<file path="config.mk">
export PLATFORM = sky130hd
export DESIGN_NAME = ubd_driver
export DESIGN_NICKNAME = d
export VERILOG_FILES = /design/src/rtl/ubd_pkg.sv /design/src/rtl/ubd_sync.sv /design/src/rtl/ubd_driver.sv
export SDC_FILE = /design/constraint.sdc
export NUM_CORES = 1
export LEC_CHECK = 0
export BUFFER_PORTS_ARGS = -buffer_cell sky130_fd_sc_hd__buf_2
export CAP_MARGIN = 10
export CORE_ASPECT_RATIO = 1.25
export CORE_UTILIZATION = 42
export DETAILED_ROUTE_END_ITERATION = 8
export PLACE_DENSITY = 0.81
export SYNTH_ARGS = -nofsm -noshare
export SYNTH_HDL_FRONTEND = slang
export SYNTH_SLANG_ARGS = --single-unit
</file>
<file path="constraint.sdc">
create_clock -name clk -period 1.6 [get_ports clk]
set_clock_uncertainty 0.15 [all_clocks]
set_input_delay 0.16 -clock clk [delete_from_list [all_inputs] [get_ports clk]]
set_output_delay 0.16 -clock clk [all_outputs]
set_load 0.01 [all_outputs]
</file>
<file path="src/rtl/ubd_pkg.sv">
// ============================================================================
// Shared constants and carriers of the bus driver.
package ubd_pkg;

  // ==========================================================================
  // Widths and synchroniser depth.
  localparam int UBD_WIDTH       = 16;
  localparam int UBD_SYNC_STAGES = 2;

  // ==========================================================================
  // Reset values.
  localparam logic [UBD_WIDTH-1:0] UBD_DATA_RESET = 16'h0000;
  localparam logic                 UBD_OE_RESET   = 1'h0;
  localparam logic                 UBD_CLK_RESET  = 1'h0;
  localparam logic                 UBD_CTL_RESET  = 1'h1;

  // ==========================================================================
  // Packed pin image as it leaves the synchroniser.
  // Field order is fixed: data in the low bits, then the three controls.
  localparam int UBD_PIN_BITS = UBD_WIDTH + 3;

  typedef struct packed {
    logic                 bus_clock;
    logic                 transparency_select_n;
    logic                 oe_n;
    logic [UBD_WIDTH-1:0] data;
  } ubd_pin_in_type;

  typedef struct packed {
    logic                 oe;
    logic [UBD_WIDTH-1:0] data;
  } ubd_pin_out_type;

  // ==========================================================================
  // Operating modes of the storage stage.
  typedef enum logic [1:0] {
    UBD_MODE_TRANSPARENT,
    UBD_MODE_HOLD,
    UBD_MODE_CAPTURE
  } ubd_mode_type;

  localparam ubd_pin_in_type UBD_PIN_RESET = '{
    bus_clock:             UBD_CLK_RESET,
    transparency_select_n: UBD_CTL_RESET,
    oe_n:                  UBD_CTL_RESET,
    data:                  UBD_DATA_RESET
  };

endpackage

</file>
<file path="src/rtl/ubd_sync.sv">
`timescale 1ns/100ps
// ============================================================================
// Multi-stage synchroniser for the pin inputs.
module ubd_sync #(
  parameter int WIDTH  = ubd_pkg::UBD_PIN_BITS,
  parameter int STAGES = ubd_pkg::UBD_SYNC_STAGES
) (
  // Clock and reset.
  input  wire logic             clk,
  input  wire logic             sys_rst,
  // Reset image and asynchronous input.
  input  wire logic [WIDTH-1:0] reset_value,
  input  wire logic [WIDTH-1:0] async_in,
  // Synchronised output.
  output logic      [WIDTH-1:0] sync_out
);
  import ubd_pkg::*;

  logic [WIDTH-1:0] chain      [STAGES];
  logic [WIDTH-1:0] next_chain [STAGES];

  // ==========================================================================
  // Shift chain; only the last stage leaves the module.
  always_comb begin
    next_chain[0] = async_in;
    for (int i = 1; i < STAGES; i++) begin
      next_chain[i] = chain[i-1];
    end
  end

  // The reset image is a tied constant at the instance.
  always_ff @(posedge clk or posedge sys_rst) begin
    if (sys_rst) begin
      for (int i = 0; i < STAGES; i++) begin
        chain[i] <= WIDTH'(UBD_PIN_RESET);
      end
    end else begin
      for (int i = 0; i < STAGES; i++) begin
        chain[i] <= next_chain[i];
      end
    end
  end

  always_comb begin
    sync_out = chain[STAGES-1];
  end

  // The reset image port is kept for instance documentation only.
  logic unused_reset_value;
  always_comb begin
    unused_reset_value = ^reset_value;
  end

endmodule

</file>
<file path="src/rtl/ubd_driver.sv">
`timescale 1ns/100ps
// ============================================================================
// Sixteen-bit universal bus driver: transparent latch, hold, or clocked
// capture, with an active-low output enable on the whole output word.
module ubd_driver #(
  parameter int WIDTH = ubd_pkg::UBD_WIDTH
) (
  // Clock and reset.
  input  wire logic               clk,
  input  wire logic               sys_rst,
  // Input pins.
  input  wire logic [WIDTH-1:0]   data_in,
  input  wire logic               oe_n,
  input  wire logic               transparency_select_n,
  input  wire logic               bus_clock,
  // Output pins, as data and enable.
  output logic      [WIDTH-1:0]   y_out,
  output logic      [WIDTH-1:0]   y_oe,
  // Current operating mode of the storage stage.
  output ubd_pkg::ubd_mode_type   mode
);
  import ubd_pkg::*;

  // ==========================================================================
  // Pin synchronisation.
  // Each bit is synchronised on its own, so a word must settle a cycle early.
  ubd_pin_in_type pin_raw;
  ubd_pin_in_type pin;
  logic [UBD_PIN_BITS-1:0] pin_sync;

  always_comb begin
    pin_raw                       = UBD_PIN_RESET;
    pin_raw.data                  = data_in[UBD_WIDTH-1:0];
    pin_raw.oe_n                  = oe_n;
    pin_raw.transparency_select_n = transparency_select_n;
    pin_raw.bus_clock             = bus_clock;
  end

  ubd_sync #(
    .WIDTH  (UBD_PIN_BITS),
    .STAGES (UBD_SYNC_STAGES)
  ) u_sync (
    .clk         (clk),
    .sys_rst     (sys_rst),
    .reset_value (UBD_PIN_RESET),
    .async_in    (pin_raw),
    .sync_out    (pin_sync)
  );

  always_comb begin
    pin = ubd_pin_in_type'(pin_sync);
  end

  // ==========================================================================
  // Clock edge detection on the synchronised bus clock.
  logic bus_clock_prev;
  logic next_bus_clock_prev;
  logic bus_clock_rise;

  always_comb begin
    next_bus_clock_prev = pin.bus_clock;
    bus_clock_rise      = pin.bus_clock & ~bus_clock_prev;
  end

  always_ff @(posedge clk or posedge sys_rst) begin
    if (sys_rst) begin
      bus_clock_prev <= UBD_CLK_RESET;
    end else begin
      bus_clock_prev <= next_bus_clock_prev;
    end
  end

  // ==========================================================================
  // Mode selection from the select input and the clock edge.
  ubd_mode_type next_mode;

  always_comb begin
    if (!pin.transparency_select_n) begin
      next_mode = UBD_MODE_TRANSPARENT;
    end else if (bus_clock_rise) begin
      next_mode = UBD_MODE_CAPTURE;
    end else begin
      next_mode = UBD_MODE_HOLD;
    end
  end

  // ==========================================================================
  // Storage stage; the stored word is the output register itself.
  ubd_pin_out_type out_reg;
  ubd_pin_out_type next_out_reg;

  always_comb begin
    next_out_reg = out_reg;
    // The enable does not enter the storage decision.
    case (next_mode)
      UBD_MODE_TRANSPARENT: begin
        next_out_reg.data = pin.data;
      end
      UBD_MODE_CAPTURE: begin
        next_out_reg.data = pin.data;
      end
      UBD_MODE_HOLD: begin
        next_out_reg.data = out_reg.data;
      end
      default: begin
        next_out_reg.data = out_reg.data;
      end
    endcase
    // Drive depends on the enable pin alone.
    next_out_reg.oe = ~pin.oe_n;
  end

  always_ff @(posedge clk or posedge sys_rst) begin
    if (sys_rst) begin
      out_reg.data <= UBD_DATA_RESET;
      out_reg.oe   <= UBD_OE_RESET;
      mode         <= UBD_MODE_HOLD;
    end else begin
      out_reg <= next_out_reg;
      mode    <= next_mode;
    end
  end

  // ==========================================================================
  // Output pins.
  always_comb begin
    y_out = out_reg.data;
    y_oe  = {WIDTH{out_reg.oe}};
  end

endmodule

</file>
# Word level (Yosys, flattened, before mapping)
# Index checks and enable logic that the tools add are counted.
op_classes:
  eq_ne: 1
  mux: 2
  n_bitwise: 3
  n_reduce_logical: 2
ops:
  columns: ["op", "n"]
  rows:
  - ["2-bit two-way mux", 2]
  - ["2-bit equality test (second input constant)", 1]
  - ["2-bit logical NOT", 1]
  - ["1-bit NOT", 2]
  - ["2-bit OR reduction", 1]
  - ["1-bit bitwise AND", 1]
word_totals:
  reg_bits: 58
  inputBits: 21
  output_inout_bits: 34
  word_cells: 14

# Logic depth before layout (Yosys ltp)
logic_depth:
  ltp_word: 6
  mapped_depth: 4
  mapped_depth_nobuf: 3

# By module
# Synthesis repeated with hierarchy kept, for this count alone.
hier_totals:
  cells_unflattened: 119
  area_unflattened_um2: 2001.9
modules_own_cells:
  columns: ["module", "n_inst", "cells_per_inst", "area_each_um2", "seq_area_each_um2"]
  rows:
  - ["ubd_sync", 1, 58, 1102.3, 955.9]
  - ["ubd_driver", 1, 61, 899.6, 501.7]

# Worst setup path before layout
# Ideal clock, no wire load.
synth_path:
  kind: "register to register"
  start: "register u_sync.chain, in the netlist u_sync.sync_out[18]"
  end: "register out_reg, in the netlist y_out[0]"
  setup_ns: 0.125
  t_arrival_ns: 1.106
  required_time_ns: 1.325
  path_slack_ns: 0.219
  path_stages_with_launch: 5
  n_path_buf: 1
  synth_period_minus_slack_ns: 1.381
  cell_sequence: "dfrtp_1 inv_2 o21ai_4 buf_12 mux2_4"
synth_via:
  elab_chain_len: 5
  word_cells_on_any_way: 6
  classes_between: "eq/ne (1); mux (2); bitwise (1); reduce/logical (2)"
synth_rtl:
  columns: ["item", "line", "rtl"]
  rows:
  - ["start, declared", "ubd_sync.sv:19", "logic [WIDTH-1:0] chain [STAGES];"]
  - ["start signal, assigned by index", "ubd_sync.sv:35", "chain[i] <= WIDTH'(UBD_PIN_RESET);"]
  - ["start signal, assigned by index", "ubd_sync.sv:39", "chain[i] <= next_chain[i];"]
  - ["1-bit bitwise AND (*)", "ubd_driver.sv:62", "bus_clock_rise = pin.bus_clock & ~bus_clock_prev;"]
  - ["2-bit two-way mux (*)", "ubd_driver.sv:80", "end else if (bus_clock_rise) begin"]
  - ["2-bit two-way mux (*)", "ubd_driver.sv:78", "if (!pin.transparency_select_n) begin"]
  - ["2-bit equality test or 2-bit logical NOT (tied branches)", "ubd_driver.sv:95", "case (next_mode)"]
  - ["2-bit OR reduction (no line) (*)", null, null]
  - ["end signal, assigned", "ubd_driver.sv:119", "out_reg <= next_out_reg;"]
  - ["end, declared", "ubd_driver.sv:89", "ubd_pin_out_type out_reg;"]
# Every way passes the cells marked *; elsewhere a longest branch is shown, timed or not.
# A chain may end at the register's enable or synchronous reset.

# Worst setup path in the final report
layout_path:
  start: "register u_sync.chain, in the netlist u_sync.sync_out[18]"
  end: "register out_reg, in the netlist y_out[6]"
# Same word-level chain as after synthesis.

==> qor_table.md <==
| Parameter | This run | Unit |
|:---|:---|:---|
| Run status | complete, no violations | - |
| Reg-to-reg setup timing slack | 0.20 | ns |
| Proportion of register bits with asynchronous set or reset after synthesis | 1.00 | - |
| Element type at the critical path start | flip-flop | - |
| Core Region | 4130 | um^2 |
| Mean post-synth cell area | 19.2 | um^2 |
| Worst slack on hold paths | 0.194 | ns |
| Post-synth EDFFs | 0 | - |
| Port bufs | 54 | - |
| Number of antenna repair diodes | 0 | - |
| Final weighted congestion in routability-driven placement | 0.649 | - |
| VDD IR-drop max | 878 | uV |
| Worst Hold Path EP | u_sync.sync_out[15] | - |
| Top post-synthesis cells by count | dfrtp_1 (53), buf_4 (15), mux2_4 (9) | - |
| Crit Reg-Reg Endpoint | y_out[6] | - |
| Number of detailed-route iterations in the first pass | 4 | - |
| Clock-pin slew reported for the worst setup and hold paths after clock tree synthesis | 0.06 | ns |
| Pin count of the biggest net entering global routing | 59 | - |
| Post-CTS resize count | 0 | - |
| Post-route core utilization | 0.594 | - |
| Critical path capture point type | flip-flop | - |
| Per-cell via count in the routed design | 4.17 | - |
| Synth Net Count | 117 | - |
| Root cell of the clock tree | clkbuf_8 | - |
| Most common cell in the netlist | dfrtp_1 | - |
| Post-synth top flop | dfrtp_1 | - |
| Post-CTS setup repair buffer count | 0 | - |
| Wire length after detailed routing | 2790 | um |
| Final Net Count | 189 | - |
| Proportion of synthesized chip area in sequential cells | 0.791 | - |
| Critical-path maximum fanout | 10 | - |
| Clock Sinks | 58 | - |
| Combined global-route utilization of all metal layers | 0.143 | - |
| Row cnt | 26 | - |
| Cells on Worst Hold Path | 0 | - |
| Buffers & Inverters on Critical Path | 2 | - |
| Normalized max-slew margin | 0.803 | - |
| Leakage power summed over all cells | 1.20 | nW |
| Final min period | 1.40 | ns |
| Number of hold buffers added after CTS | 20 | - |
| Total via count after detailed routing | 954 | - |
| Initial core utilization | 0.446 | - |
| Count of routing violations after the opening detailed-route iteration | 23 | - |
| Leading cell types by total area after synthesis | dfrtp_1 (72%), mux2_4 (7.3%), dfstp_2 (7.1%) | - |
| Synth cell types | 10 | - |
| Drc violations | 0 | - |
| Required time at the worst-slack endpoint | 1.65 | ns |
| Global-route wire length before repair | 4510 | um |
| Total power density per cell area | 1220 | nW/um^2 |
| Clock insertion delay at the later pin of the skew report | 0.32 | ns |
| Area of the mapped netlist | 1840 | um^2 |
| Type of the worst setup path | flip-flop to flip-flop | - |
| Die extent in y | 76.1 | um |
| Clock buffers created by TritonCTS | 9 | - |
| Remaining antenna violation count | 0 | - |
| Ports | 55 | - |
| Final hold violations | 0 | - |
| Maximum operating frequency | 712 | MHz |
| Crit path largest cell delay | 0.37 | ns |
| Cells after synthesis | 96 | - |
| Via count of the first global-routing pass | 1,023 | - |
| Full die area | 4660 | um^2 |
| Slew at the pin with the worst max-slew slack | 0.295 | ns |
| Crit-path cells | inv_2 -> o21ai_4 -> buf_4 -> mux2_4 | - |
| Final worst-path cycle share | 0.878 | - |
| Antenna violations before repair | 0 | - |
| Syn-to-layout area delta | 33.1 | % |
| Width of the die | 61.3 | um |
| Share of cells above drive strength 1 | 0.543 | - |
| Count of H-tree levels built during CTS | 3 | - |
| Setup TNS after final layout | 0 | ns |
| Largest delay contributor family on the critical path | flip-flops | - |
| Global route overflow | 0 | - |
| Maximum number of buffers from clock root to sink | 2 | - |
| Total of warnings raised by yosys | 0 | - |
| R2R Path Start | u_sync.sync_out[18] | - |
| Start point of the worst min-delay path | u_sync.chain[34] | - |
| Class of the tightest hold or removal check | flip-flop to flip-flop | - |
| Slew Viols, Final | 0 | - |
| Flop and latch count out of synthesis | 58 | - |
| CTS tree | built | - |
| WP data arrival | 1.46 | ns |
| Final setup violation count | 0 | - |
| Yosys top cell by area | dfrtp_1 | - |
| Logic depth of the worst register-to-register path | 4 | - |
| Max Cap Viol | 0 | - |
| Slowest stage cell on the critical path | dfrtp_1 | - |
| RSZ-0062 raised after global routing | no | - |
| Post-synth top area share | 0.720 | - |
| Average wire length per cell after detail routing | 12.2 | um |
[through the flow]
stage,setup WS (ns),instances,cell area (um^2),power [W]
floorplan,0.219,96,1850,0.00179
global placement,0.262,193,2090,0.00187
detailed placement,0.178,193,2090,0.00188
CTS,0.170,229,2450,0.00303
global route,0.0929,229,2450,0.00313
finish,0.196,229,2450,0.00299
[sequential cells by signal, summed over array words and instances (netlist names)]
register / count
bus_clock_prev: 1
mode: 2
u_sync.chain: 19
u_sync.sync_out: 19
y_oe: 1
y_out: 16
[kinds of logic (layout without fill, tap and decap cells)]
logic type,Yosys count,in the layout,synth area share
AOI/OAI and AO/OA,1,1,0.00883
buffers and inverters,20,97,0.0801
DFF,58,58,0.791
muxes,16,16,0.116
and+or+nand+nor,1,1,0.00407
[report_power, final]
group | internal, W | switching [W] | leakage, nW | total (W)
clock | 0.000597 | 0.000503 | 0.0872 | 0.00110
sequential | 0.00157 | 0.0000430 | 0.672 | 0.00161
combinational | 0.000155 | 0.000122 | 0.443 | 0.000276
total | 0.00232 | 0.000668 | 1.20 | 0.00299
[cells in the final DEF (no fill, tap or decap)]
master          n
buf_12          1
buf_2          54
buf_4           2
clkbuf_1        3
clkbuf_8       10
clkinv_2        3
clkinvlp_4      1
dfrtp_1        53
dfstp_2         5
dlygate4sd3_1  20
inv_1           2
inv_2           1
mux2_2          7
mux2_4          9
nor3b_1         1
o21ai_4         1
[cell type report]
class	instances	area, um^2
fill	301	1680
sequential	58	1460
timing repair buffer	77	505
multi-input combinational	18	238
clock buffer	13	149
tap	56	70.1
inverter	4	18.8
clock inverter	3	15.0
[per-layer routing]
| layer | routed length, um | global-route usage | vias to the layer above |
|---|---|---|---|
| li1 | - | - | 435 |
| met1 | 1090 | 0.157 | 464 |
| met2 | 1440 | 0.223 | 48 |
| met3 | 185 | 0.0628 | 7 |
| met4 | 74 | 0.0841 | 0 |
| met5 | 0 | 0 | - |
[worst max-delay path by stage]
stage                         from       end  slack (ns)  cells past startpoint
6_report       u_sync.sync_out[18]  y_out[6]        0.20                      4
5_1_grt                    y_oe[0]  y_oe[15]        0.09                      1
4_1_cts        u_sync.sync_out[18]  y_out[6]        0.17                      4
3_5_place_dp   u_sync.sync_out[18]  y_out[6]        0.18                      4
3_3_place_gp   u_sync.sync_out[17]  y_out[4]        0.26                      3
2_1_floorplan  u_sync.sync_out[18]  y_out[0]        0.22                      4
No activity file was read; power rests on OpenSTA's default activity.
